$ cat src/design/bsd_map.svh
// Constants of the branch and system-control decoder
`ifndef BSD_MAP_SVH
`define BSD_MAP_SVH
// Number of control registers and their selector width
`define BSD_NUM_CREG 4
`define BSD_CREG_SEL_W 2
// Control register selectors
`define BSD_CREG_STATUS 2'h0
`define BSD_CREG_GLOBAL 2'h1
`define BSD_CREG_VECTOR 2'h2
// Position of the condition flag inside the status word
`define BSD_T_BIT 0
// Reset values
`define BSD_T_RESET 1'b0
`define BSD_CREG_RESET 32'h0000_0000
// Step from an instruction to the next one, in bytes
`define BSD_PC_STEP 32'h0000_0004
// Operand sizes: byte, word, long
`define BSD_SIZE_BYTE 2'h0
`define BSD_SIZE_WORD 2'h1
`define BSD_SIZE_LONG 2'h2
// Extra execution states for load-use and fetch/data contention
`define BSD_LOAD_USE_STATES 1
`define BSD_CONTENTION_STATES 1
`endif

$ cat src/design/bsd_pkg.sv
// Types shared by the branch and system-control decoder
package bsd_pkg;
    // Instruction classes handed to the decoder
    typedef enum logic [3:0] {
        OP_NONE, OP_BF, OP_BFS, OP_BT, OP_BTS, OP_BSR, OP_RTS,
        OP_RTE, OP_SLEEP, OP_LDC, OP_STC, OP_SETT, OP_CLRT,
        OP_LOAD, OP_ALU
    } bsd_op_type;
    // Sequencer states
    typedef enum logic [1:0] {
        ST_RUN, ST_WAIT, ST_EXEC, ST_SLEEP
    } bsd_state_type;
endpackage

$ cat src/design/bsd_disp_scale.sv
// Displacement scaling by operand size
`timescale 1ns/1ps
`include "bsd_map.svh"
module bsd_disp_scale (
    // Raw displacement field
    input wire logic [7:0] i_disp,
    input wire logic i_sext,
    input wire logic [1:0] i_size,
    // Scaled displacement
    output logic [31:0] o_scaled
);
    // Widen the field, signed or unsigned, before scaling
    function automatic logic [31:0] widen(input logic [7:0] d,
                                          input logic s);
        widen = {{24{s & d[7]}}, d};
    endfunction

    // Widened field; a function result cannot be part-selected directly
    logic [31:0] wide;
    assign wide = widen(i_disp, i_sext);

    ////////////////////////////////////////////////////////////////
    // Multiply by one, two or four; other codes fall back to one
    always_comb begin
        case (i_size)
            `BSD_SIZE_WORD: o_scaled = {wide[30:0], 1'b0};
            `BSD_SIZE_LONG: o_scaled = {wide[29:0], 2'h0};
            default: o_scaled = wide;
        endcase
    end
endmodule

$ cat src/design/bsd_decode.sv
// Branch and system-control instruction sequencer
//
// What this block does
// - branch-if-false taken only when flag 0
// - branch-if-true taken only when flag 1
// - subroutine return resumes at saved point
// - exception return resumes interrupted flow
// - sleep enters power-down state
// - load control register writes selected register
// - store control register returns its contents
// - flag defined after each; else unchanged
// - displacement scaled by one, two, four
// - load-use dependency adds execution states
// - fetch/data contention adds execution states
`timescale 1ns/1ps
`include "bsd_map.svh"
module bsd_decode
    import bsd_pkg::*;
#(
    parameter int LOAD_USE_STATES = `BSD_LOAD_USE_STATES,
    parameter int CONTENTION_STATES = `BSD_CONTENTION_STATES
) (
    // Clock and reset
    input wire logic i_core_clk,
    input wire logic i_rst_n,
    // Instruction offered by the fetch stage
    input wire logic i_valid,
    input wire bsd_op_type i_op,
    input wire logic [31:0] i_pc,
    input wire logic [7:0] i_disp,
    input wire logic i_disp_sext,
    input wire logic [1:0] i_size,
    input wire logic [3:0] i_dst,
    input wire logic [3:0] i_src_a,
    input wire logic i_src_a_use,
    input wire logic [3:0] i_src_b,
    input wire logic i_src_b_use,
    input wire logic [1:0] i_creg_sel,
    input wire logic [31:0] i_wdata,
    input wire logic i_t_wr,
    input wire logic i_t_new,
    // Bus contention and core events
    input wire logic i_data_access,
    input wire logic i_fetch_busy,
    input wire logic i_exc_enter,
    input wire logic [31:0] i_exc_pc,
    input wire logic i_wake,
    // Sequencer answers
    output logic o_ready,
    output logic o_stall,
    output logic o_branch,
    output logic [31:0] o_target,
    output logic o_sleep,
    output logic o_in_exc,
    output logic o_t_flag,
    output logic [31:0] o_result,
    output logic o_result_valid
);
    // Every piece of state of the sequencer
    typedef struct packed {
        bsd_state_type state;
        logic ready;
        logic stall;
        logic [3:0] cnt;
        bsd_op_type op;
        logic [31:0] pc;
        logic [31:0] disp;
        logic [1:0] sel;
        logic [31:0] wdata;
        logic t_wr;
        logic t_new;
        logic [3:0] dst;
        logic [3:0] load_dst;
        logic load_live;
        logic slot_pend;
        logic [31:0] slot_tgt;
        logic [31:0] ret_pc;
        logic [31:0] exc_pc;
        logic exc_t;
        logic in_exc;
        logic t;
        logic [`BSD_NUM_CREG-1:0][31:0] creg;
        logic branch;
        logic [31:0] target;
        logic sleep;
        logic [31:0] result;
        logic result_valid;
    } bsd_regs_type;

    bsd_regs_type r; // Registered state
    bsd_regs_type next_r; // Next state
    logic [31:0] scaled; // Displacement after scaling
    logic accept; // Instruction taken this cycle
    logic hazard; // Operand depends on the previous load
    logic contend; // Fetch and data access collide

    // Counter is four bits and two extra counts add up
    if (LOAD_USE_STATES < 0 || LOAD_USE_STATES > 7 ||
        CONTENTION_STATES < 0 || CONTENTION_STATES > 7) begin : g_chk
        $error("extra state counts must lie in 0..7");
    end

    ////////////////////////////////////////////////////////////////
    // Displacement scaler
    bsd_disp_scale u_scale (
        .i_disp(i_disp),
        .i_sext(i_disp_sext),
        .i_size(i_size),
        .o_scaled(scaled)
    );

    ////////////////////////////////////////////////////////////////
    // Acceptance and extra-state causes
    assign accept = i_valid & r.ready & ~i_exc_enter;
    assign hazard = r.load_live &
                    ((i_src_a_use & (i_src_a == r.load_dst)) |
                     (i_src_b_use & (i_src_b == r.load_dst)));
    assign contend = i_data_access & i_fetch_busy;

    ////////////////////////////////////////////////////////////////
    // Next-state logic
    always_comb begin
        logic [3:0] extra;
        logic take;
        extra = 4'h0;
        take = 1'b0;
        next_r = r;
        // Pulses last one cycle
        next_r.branch = 1'b0;
        next_r.result_valid = 1'b0;
        case (r.state)
            ST_RUN: begin
                if (i_exc_enter) begin
                    // Save the flow that the handler interrupts
                    next_r.exc_pc = i_exc_pc;
                    next_r.exc_t = r.t;
                    next_r.in_exc = 1'b1;
                    next_r.slot_pend = 1'b0;
                end else if (accept) begin
                    next_r.op = i_op;
                    next_r.pc = i_pc;
                    next_r.disp = scaled;
                    next_r.sel = i_creg_sel;
                    next_r.wdata = i_wdata;
                    next_r.t_wr = i_t_wr;
                    next_r.t_new = i_t_new;
                    next_r.dst = i_dst;
                    next_r.load_live = 1'b0;
                    // Dependency only matters for the very next one
                    if (hazard) begin
                        extra = 4'(LOAD_USE_STATES);
                    end
                    if (contend) begin
                        extra = extra + 4'(CONTENTION_STATES);
                    end
                    next_r.cnt = extra;
                    next_r.state = (extra != 4'h0) ? ST_WAIT : ST_EXEC;
                end
            end
            ST_WAIT: begin
                // Count down the added states
                next_r.cnt = r.cnt - 4'h1;
                if (r.cnt == 4'h1) begin
                    next_r.state = ST_EXEC;
                end
            end
            ST_EXEC: begin
                next_r.state = ST_RUN;
                case (r.op)
                    OP_BF, OP_BFS: begin
                        take = ~r.t;
                    end
                    OP_BT, OP_BTS: begin
                        take = r.t;
                    end
                    OP_BSR: begin
                        next_r.ret_pc = r.pc + `BSD_PC_STEP;
                        next_r.branch = 1'b1;
                        next_r.target = r.pc + `BSD_PC_STEP + r.disp;
                    end
                    OP_RTS: begin
                        next_r.branch = 1'b1;
                        next_r.target = r.ret_pc;
                    end
                    OP_RTE: begin
                        next_r.branch = 1'b1;
                        next_r.target = r.exc_pc;
                        next_r.t = r.exc_t;
                        next_r.in_exc = 1'b0;
                    end
                    OP_SLEEP: begin
                        next_r.state = ST_SLEEP;
                    end
                    OP_LDC: begin
                        next_r.creg[r.sel] = r.wdata;
                        if (r.sel == `BSD_CREG_STATUS) begin
                            next_r.t = r.wdata[`BSD_T_BIT];
                        end
                    end
                    OP_STC: begin
                        next_r.result = r.creg[r.sel];
                        if (r.sel == `BSD_CREG_STATUS) begin
                            next_r.result[`BSD_T_BIT] = r.t;
                        end
                        next_r.result_valid = 1'b1;
                    end
                    OP_SETT: begin
                        next_r.t = 1'b1;
                    end
                    OP_CLRT: begin
                        next_r.t = 1'b0;
                    end
                    OP_LOAD: begin
                        // Remember the destination for the next check
                        next_r.load_live = 1'b1;
                        next_r.load_dst = r.dst;
                    end
                    OP_ALU: begin
                        if (r.t_wr) begin
                            next_r.t = r.t_new;
                        end
                    end
                    default: begin
                        // Others leave the flag as it was
                    end
                endcase
                if (take) begin
                    if (r.op == OP_BFS || r.op == OP_BTS) begin
                        next_r.slot_pend = 1'b1;
                        next_r.slot_tgt = r.pc + `BSD_PC_STEP + r.disp;
                    end else begin
                        next_r.branch = 1'b1;
                        next_r.target = r.pc + `BSD_PC_STEP + r.disp;
                    end
                end
                // Slot finished: the held target wins over its own
                if (r.slot_pend) begin
                    next_r.slot_pend = 1'b0;
                    next_r.branch = 1'b1;
                    next_r.target = r.slot_tgt;
                end
            end
            ST_SLEEP: begin
                // Stay powered down until woken
                if (i_wake) begin
                    next_r.state = ST_RUN;
                end
            end
            default: begin
                next_r.state = ST_RUN;
            end
        endcase
        next_r.ready = (next_r.state == ST_RUN);
        next_r.stall = (next_r.state == ST_WAIT);
        next_r.sleep = (next_r.state == ST_SLEEP);
    end

    ////////////////////////////////////////////////////////////////
    // State register
    always_ff @(posedge i_core_clk) begin
        if (!i_rst_n) begin
            r <= '0;
            r.state <= ST_RUN;
            r.ready <= 1'b1;
            r.t <= `BSD_T_RESET;
            r.creg <= {`BSD_NUM_CREG{`BSD_CREG_RESET}};
        end else begin
            r <= next_r;
        end
    end

    // Outputs straight from the state register
    assign o_ready = r.ready;
    assign o_stall = r.stall;
    assign o_branch = r.branch;
    assign o_target = r.target;
    assign o_sleep = r.sleep;
    assign o_in_exc = r.in_exc;
    assign o_t_flag = r.t;
    assign o_result = r.result;
    assign o_result_valid = r.result_valid;
endmodule

$ cat config.mk
export PLATFORM = sky130hd
export DESIGN_NAME = bsd_decode
export DESIGN_NICKNAME = d
export VERILOG_FILES = /design/src/design/bsd_pkg.sv /design/src/design/bsd_disp_scale.sv /design/src/design/bsd_decode.sv
export VERILOG_INCLUDE_DIRS = /design/src /design/src/design
export SDC_FILE = /design/constraint.sdc
export NUM_CORES = 1
export LEC_CHECK = 0
export ABC_AREA = 1
export BUFFER_PORTS_ARGS = -buffer_cell sky130_fd_sc_hd__buf_2
export CAP_MARGIN = 20
export CORE_MARGIN = 4
export CORE_UTILIZATION = 59
export DETAILED_ROUTE_END_ITERATION = 16
export PLACE_DENSITY = 0.78
export SLEW_MARGIN = 20
export SYNTH_ARGS = -nofsm -noshare
export SYNTH_HDL_FRONTEND = slang
export SYNTH_SLANG_ARGS = --single-unit
$ cat constraint.sdc
create_clock -name i_core_clk -period 4.1 [get_ports i_core_clk]
set_input_delay 0.205 -clock i_core_clk [delete_from_list [all_inputs] [get_ports i_core_clk]]
set_output_delay 0.205 -clock i_core_clk [all_outputs]
set_load 0.01 [all_outputs]
==> impl_metrics.py <==
metrics = {
    "final_layout": {
        "instances_no_fill": 3491,
        "drive_gt1_share_pct": 11.4,
        "layout_common_cells": "nand2_1, dfxtp_1, inv_1, a21oi_1, nor2_1",
        "ff_latch_area_sq_um": 7890,
        "final_core_util_pct": 70.2,
        "area_growth_pct": 16.9,
        "final_common_cell": "nand2_1",
        "multiInputGateArea_sq_um": 9240,
        "fillCellCount": 2702,
        "nets": 3195,
        "fin_area_sq_um": 23000,
    },
    "logic_synthesis": {
        "synth_cell_types": 49,
        "synth_nets": 3022,
        "yosysWarnings": 0,
        "syn_area_per_cell_sq_um": 6.91,
        "ys_seq_area_share_pct": 40.1,
        "synth_area_sq_um": 19700,
        "synth_cells": 2844,
        "ys_seq_elements": 394,
    },
    "floorplanning": {
        "ios": 207,
        "start_util_pct": 60.1,
        "row_count": 66,
        "die_h_um": 191,
        "core_area_sq_um": 32700,
        "design.die.area_sq_um": 36300,
        "fp.dieW_um": 191,
    },
    "global_routing": {
        "grt_start_max_net_pins": 111,
        "grt_pass1_vias": 19149,
        "grt_pass1_wl_um": 102000,
        "track_usage_pct": 34.7,
        "grt_overflow": 0,
        "antenna_found_initial": 2,
    },
    "placement": {
        "pre_cts_slack_ns": 0.400,
        "placed_area_sq_um": 20500,
        "dp.cells": 3308,
        "portBuffers": 206,
        "globalplace.congestion": 0.989,
        "place_hpwl_um": 43900,
    },
    "cts": {
        "h-tree-depth": 2,
        "cts_root_buf": "clkbuf_16",
        "clkLatencyLatePin_ns": 0.56,
        "cts_max_path_buffers": 3,
        "post_cts_buffers": 0,
        "cts_buffers": 42,
        "clk_pin_slew_ns": 0.06,
        "cts_tree": "done",
        "clock-sinks": 394,
    },
    "sta": {
        "tns_ns": 0,
        "max_slew_margin_pct": 22.9,
        "fin_crit_sh_pct": 91.9,
        "finalSetupViolations": 0,
        "hold_viol_final": 1,
        "worst_hold_slack_ns": -0.00805,
        "min_period_ns": 3.77,
        "max_freq_mhz": 265,
        "tightest_slew_ns": 1.15,
        "rsz0062_at_grt": "false",
        "setup_ws_ns": 0.333,
        "maxSlewViolCount": 0,
        "fin_skew_ns": 0.0172,
    },
    "setup_path": {
        "max_stage_delay_ns": 0.41,
        "crit_type": "flip-flop to flip-flop",
        "crit_fanout": 5,
        "path_cells": "ha_1, nand3_1, inv_1, nand2_1, nor4_2, nand2_1, nor2_1, xor2_1, inv_1, ha_1, nand2_1, nor3_1, nand3_1, nand3_1, nand2_1, nand2_1, nand2_1, nand2_1, nand2_1, a21oi_1",
        "crit_required_ns": 4.59,
        "crit_buf_inv": 2,
        "crit_top_cell": "nand2_1",
        "r2r_slack_ns": 0.33,
        "startpoint_type": "flip-flop",
        "endpoint_kind": "flip-flop",
        "cp_slowest_cell": "ha_1",
        "worst_ep_arrival_time_ns": 4.26,
        "path_delay_family": "simple AND/OR/NAND/NOR gates",
    },
    "routing": {
        "num_vias": 19940,
        "avgViaCountPerCell": 5.71,
        "wirelength_um": 64700,
        "first_pass_iters": 6,
        "drc": 0,
        "ant_nets": 0,
        "wire_per_inst_um": 18.5,
        "drtIter0Drc": 1877,
    },
    "status": {
        "outcome": "finished with violations",
        "violations": "negative hold slack",
    },
    "power": {
        "irDropWorstVdd_mv": 0.349,
        "power.total_mw": 9.42,
        "p_per_area_nw_per_um2": 410,
        "p_leak_nw": 10.1,
    },
    "job": {
        "max_cap_viol_count": 0,
    },
    "min_path": {
        "hp-class": "primary input to flip-flop",
    },
}
==> area by class of cell <==
class                           count  area share, %
Clock inverter                     15           1.03
Multi-Input combinational cell   1845           40.2
Inverter                          388           6.35
Timing Repair Buffer              346           10.4
Sequential cell                   394           34.3
Tap cell                          442           2.41
Antenna cell                        2         0.0218
Clock buffer                       59           5.21
==> final timing paths <==
path             endpoint  cells past startpoint        start
min                r[207]                      3  i_exc_pc[9]
max reg2reg  o_target[24]                     20       r[375]
min reg2reg        r[139]                      2       r[139]
max          o_target[24]                     20       r[375]
==> cell families (layout without fill, tap and decap cells) <==
kind of cell | count (synthesis) | in the layout | synth area share (%)
AO/OA/AOI/OAI | 841 | 841 | 23.4
XOR/XNOR | 41 | 41 | 1.83
adder cells (fa/ha/maj) | 42 | 42 | 2.71
buffers and inverters | 605 | 808 | 13.0
flip-flops | 394 | 394 | 40.1
other | 0 | 2 | 0
AND/OR/NAND/NOR | 921 | 921 | 18.9
==> synth_stat cells, drive strengths merged <==
library cell | count | share of area (%)
o2111ai | 1 | 0.045
a221oi | 5 | 0.22
o21a | 2 | 0.076
and3 | 1 | 0.032
o211ai | 40 | 1.6
ha | 41 | 2.6
nor4 | 4 | 0.16
inv | 386 | 7.4
a31oi | 12 | 0.38
nor2 | 360 | 7.0
nand4 | 14 | 0.51
xor2 | 26 | 1.2
nand3 | 59 | 1.5
nor3b | 1 | 0.038
nand3b | 9 | 0.34
clkbuf | 118 | 2.3
buf | 99 | 3.3
a21o | 2 | 0.076
o311ai | 2 | 0.089
a2111oi | 1 | 0.045
dfxtp | 394 | 40
or2 | 11 | 0.35
xnor2 | 15 | 0.67
o22ai | 34 | 1.1
o221ai | 9 | 0.40
clkinv | 2 | 0.038
fa | 1 | 0.10
o21ai | 321 | 8.2
o21bai | 5 | 0.19
a311oi | 1 | 0.045
o31ai | 1 | 0.038
a211oi | 38 | 1.5
nand2 | 448 | 8.6
a21oi | 361 | 9.2
nor3 | 14 | 0.36
a41oi | 6 | 0.27
==> what timing repair did <==
item / in CTS / in global routing
resized for setup: 0 / 1
setup endpoints to repair: 0 / 1
hold buffers: 107 / 0
endpoints found under the hold margin: 104 / 0
==> power breakdown <==
group	total (mW)	internal (mW)	switching [mW]
Clock	3.99	2.41	1.58
Combinational	1.32	0.443	0.879
Sequential	4.11	3.97	0.137
Total	9.42	6.83	2.59
==> per-layer routing <==
layer	track usage, %	up-vias	share of wire, %
met2	55.9	978	45
li1	-	9565	-
met1	47.3	9238	42
met5	0	-	0.023
met4	12.2	2	3.4
met3	5.75	157	9.2
==> registers in the layout, summed over array words and instances (netlist names) <==
name and count:
o_stall 1, o_t_flag 1, o_branch 1, r 323, o_target 32, o_result 32, o_sleep 1, o_ready 1
o_in_exc 1, o_result_valid 1
==> worst reg2reg max path: stages, from the launching register on <==
cell	delay, ns
dfxtp_1	0.36
ha_1	0.22
nand3_1	0.17
inv_1	0.09
nand2_1	0.13
nor4_2	0.28
nand2_1	0.11
nor2_1	0.22
xor2_1	0.22
inv_1	0.08
ha_1	0.41
nand2_1	0.16
nor3_1	0.38
nand3_1	0.27
nand3_1	0.16
nand2_1	0.06
nand2_1	0.09
nand2_1	0.07
nand2_1	0.07
nand2_1	0.05
a21oi_1	0.10
No activity file was read; power rests on OpenSTA's default activity.
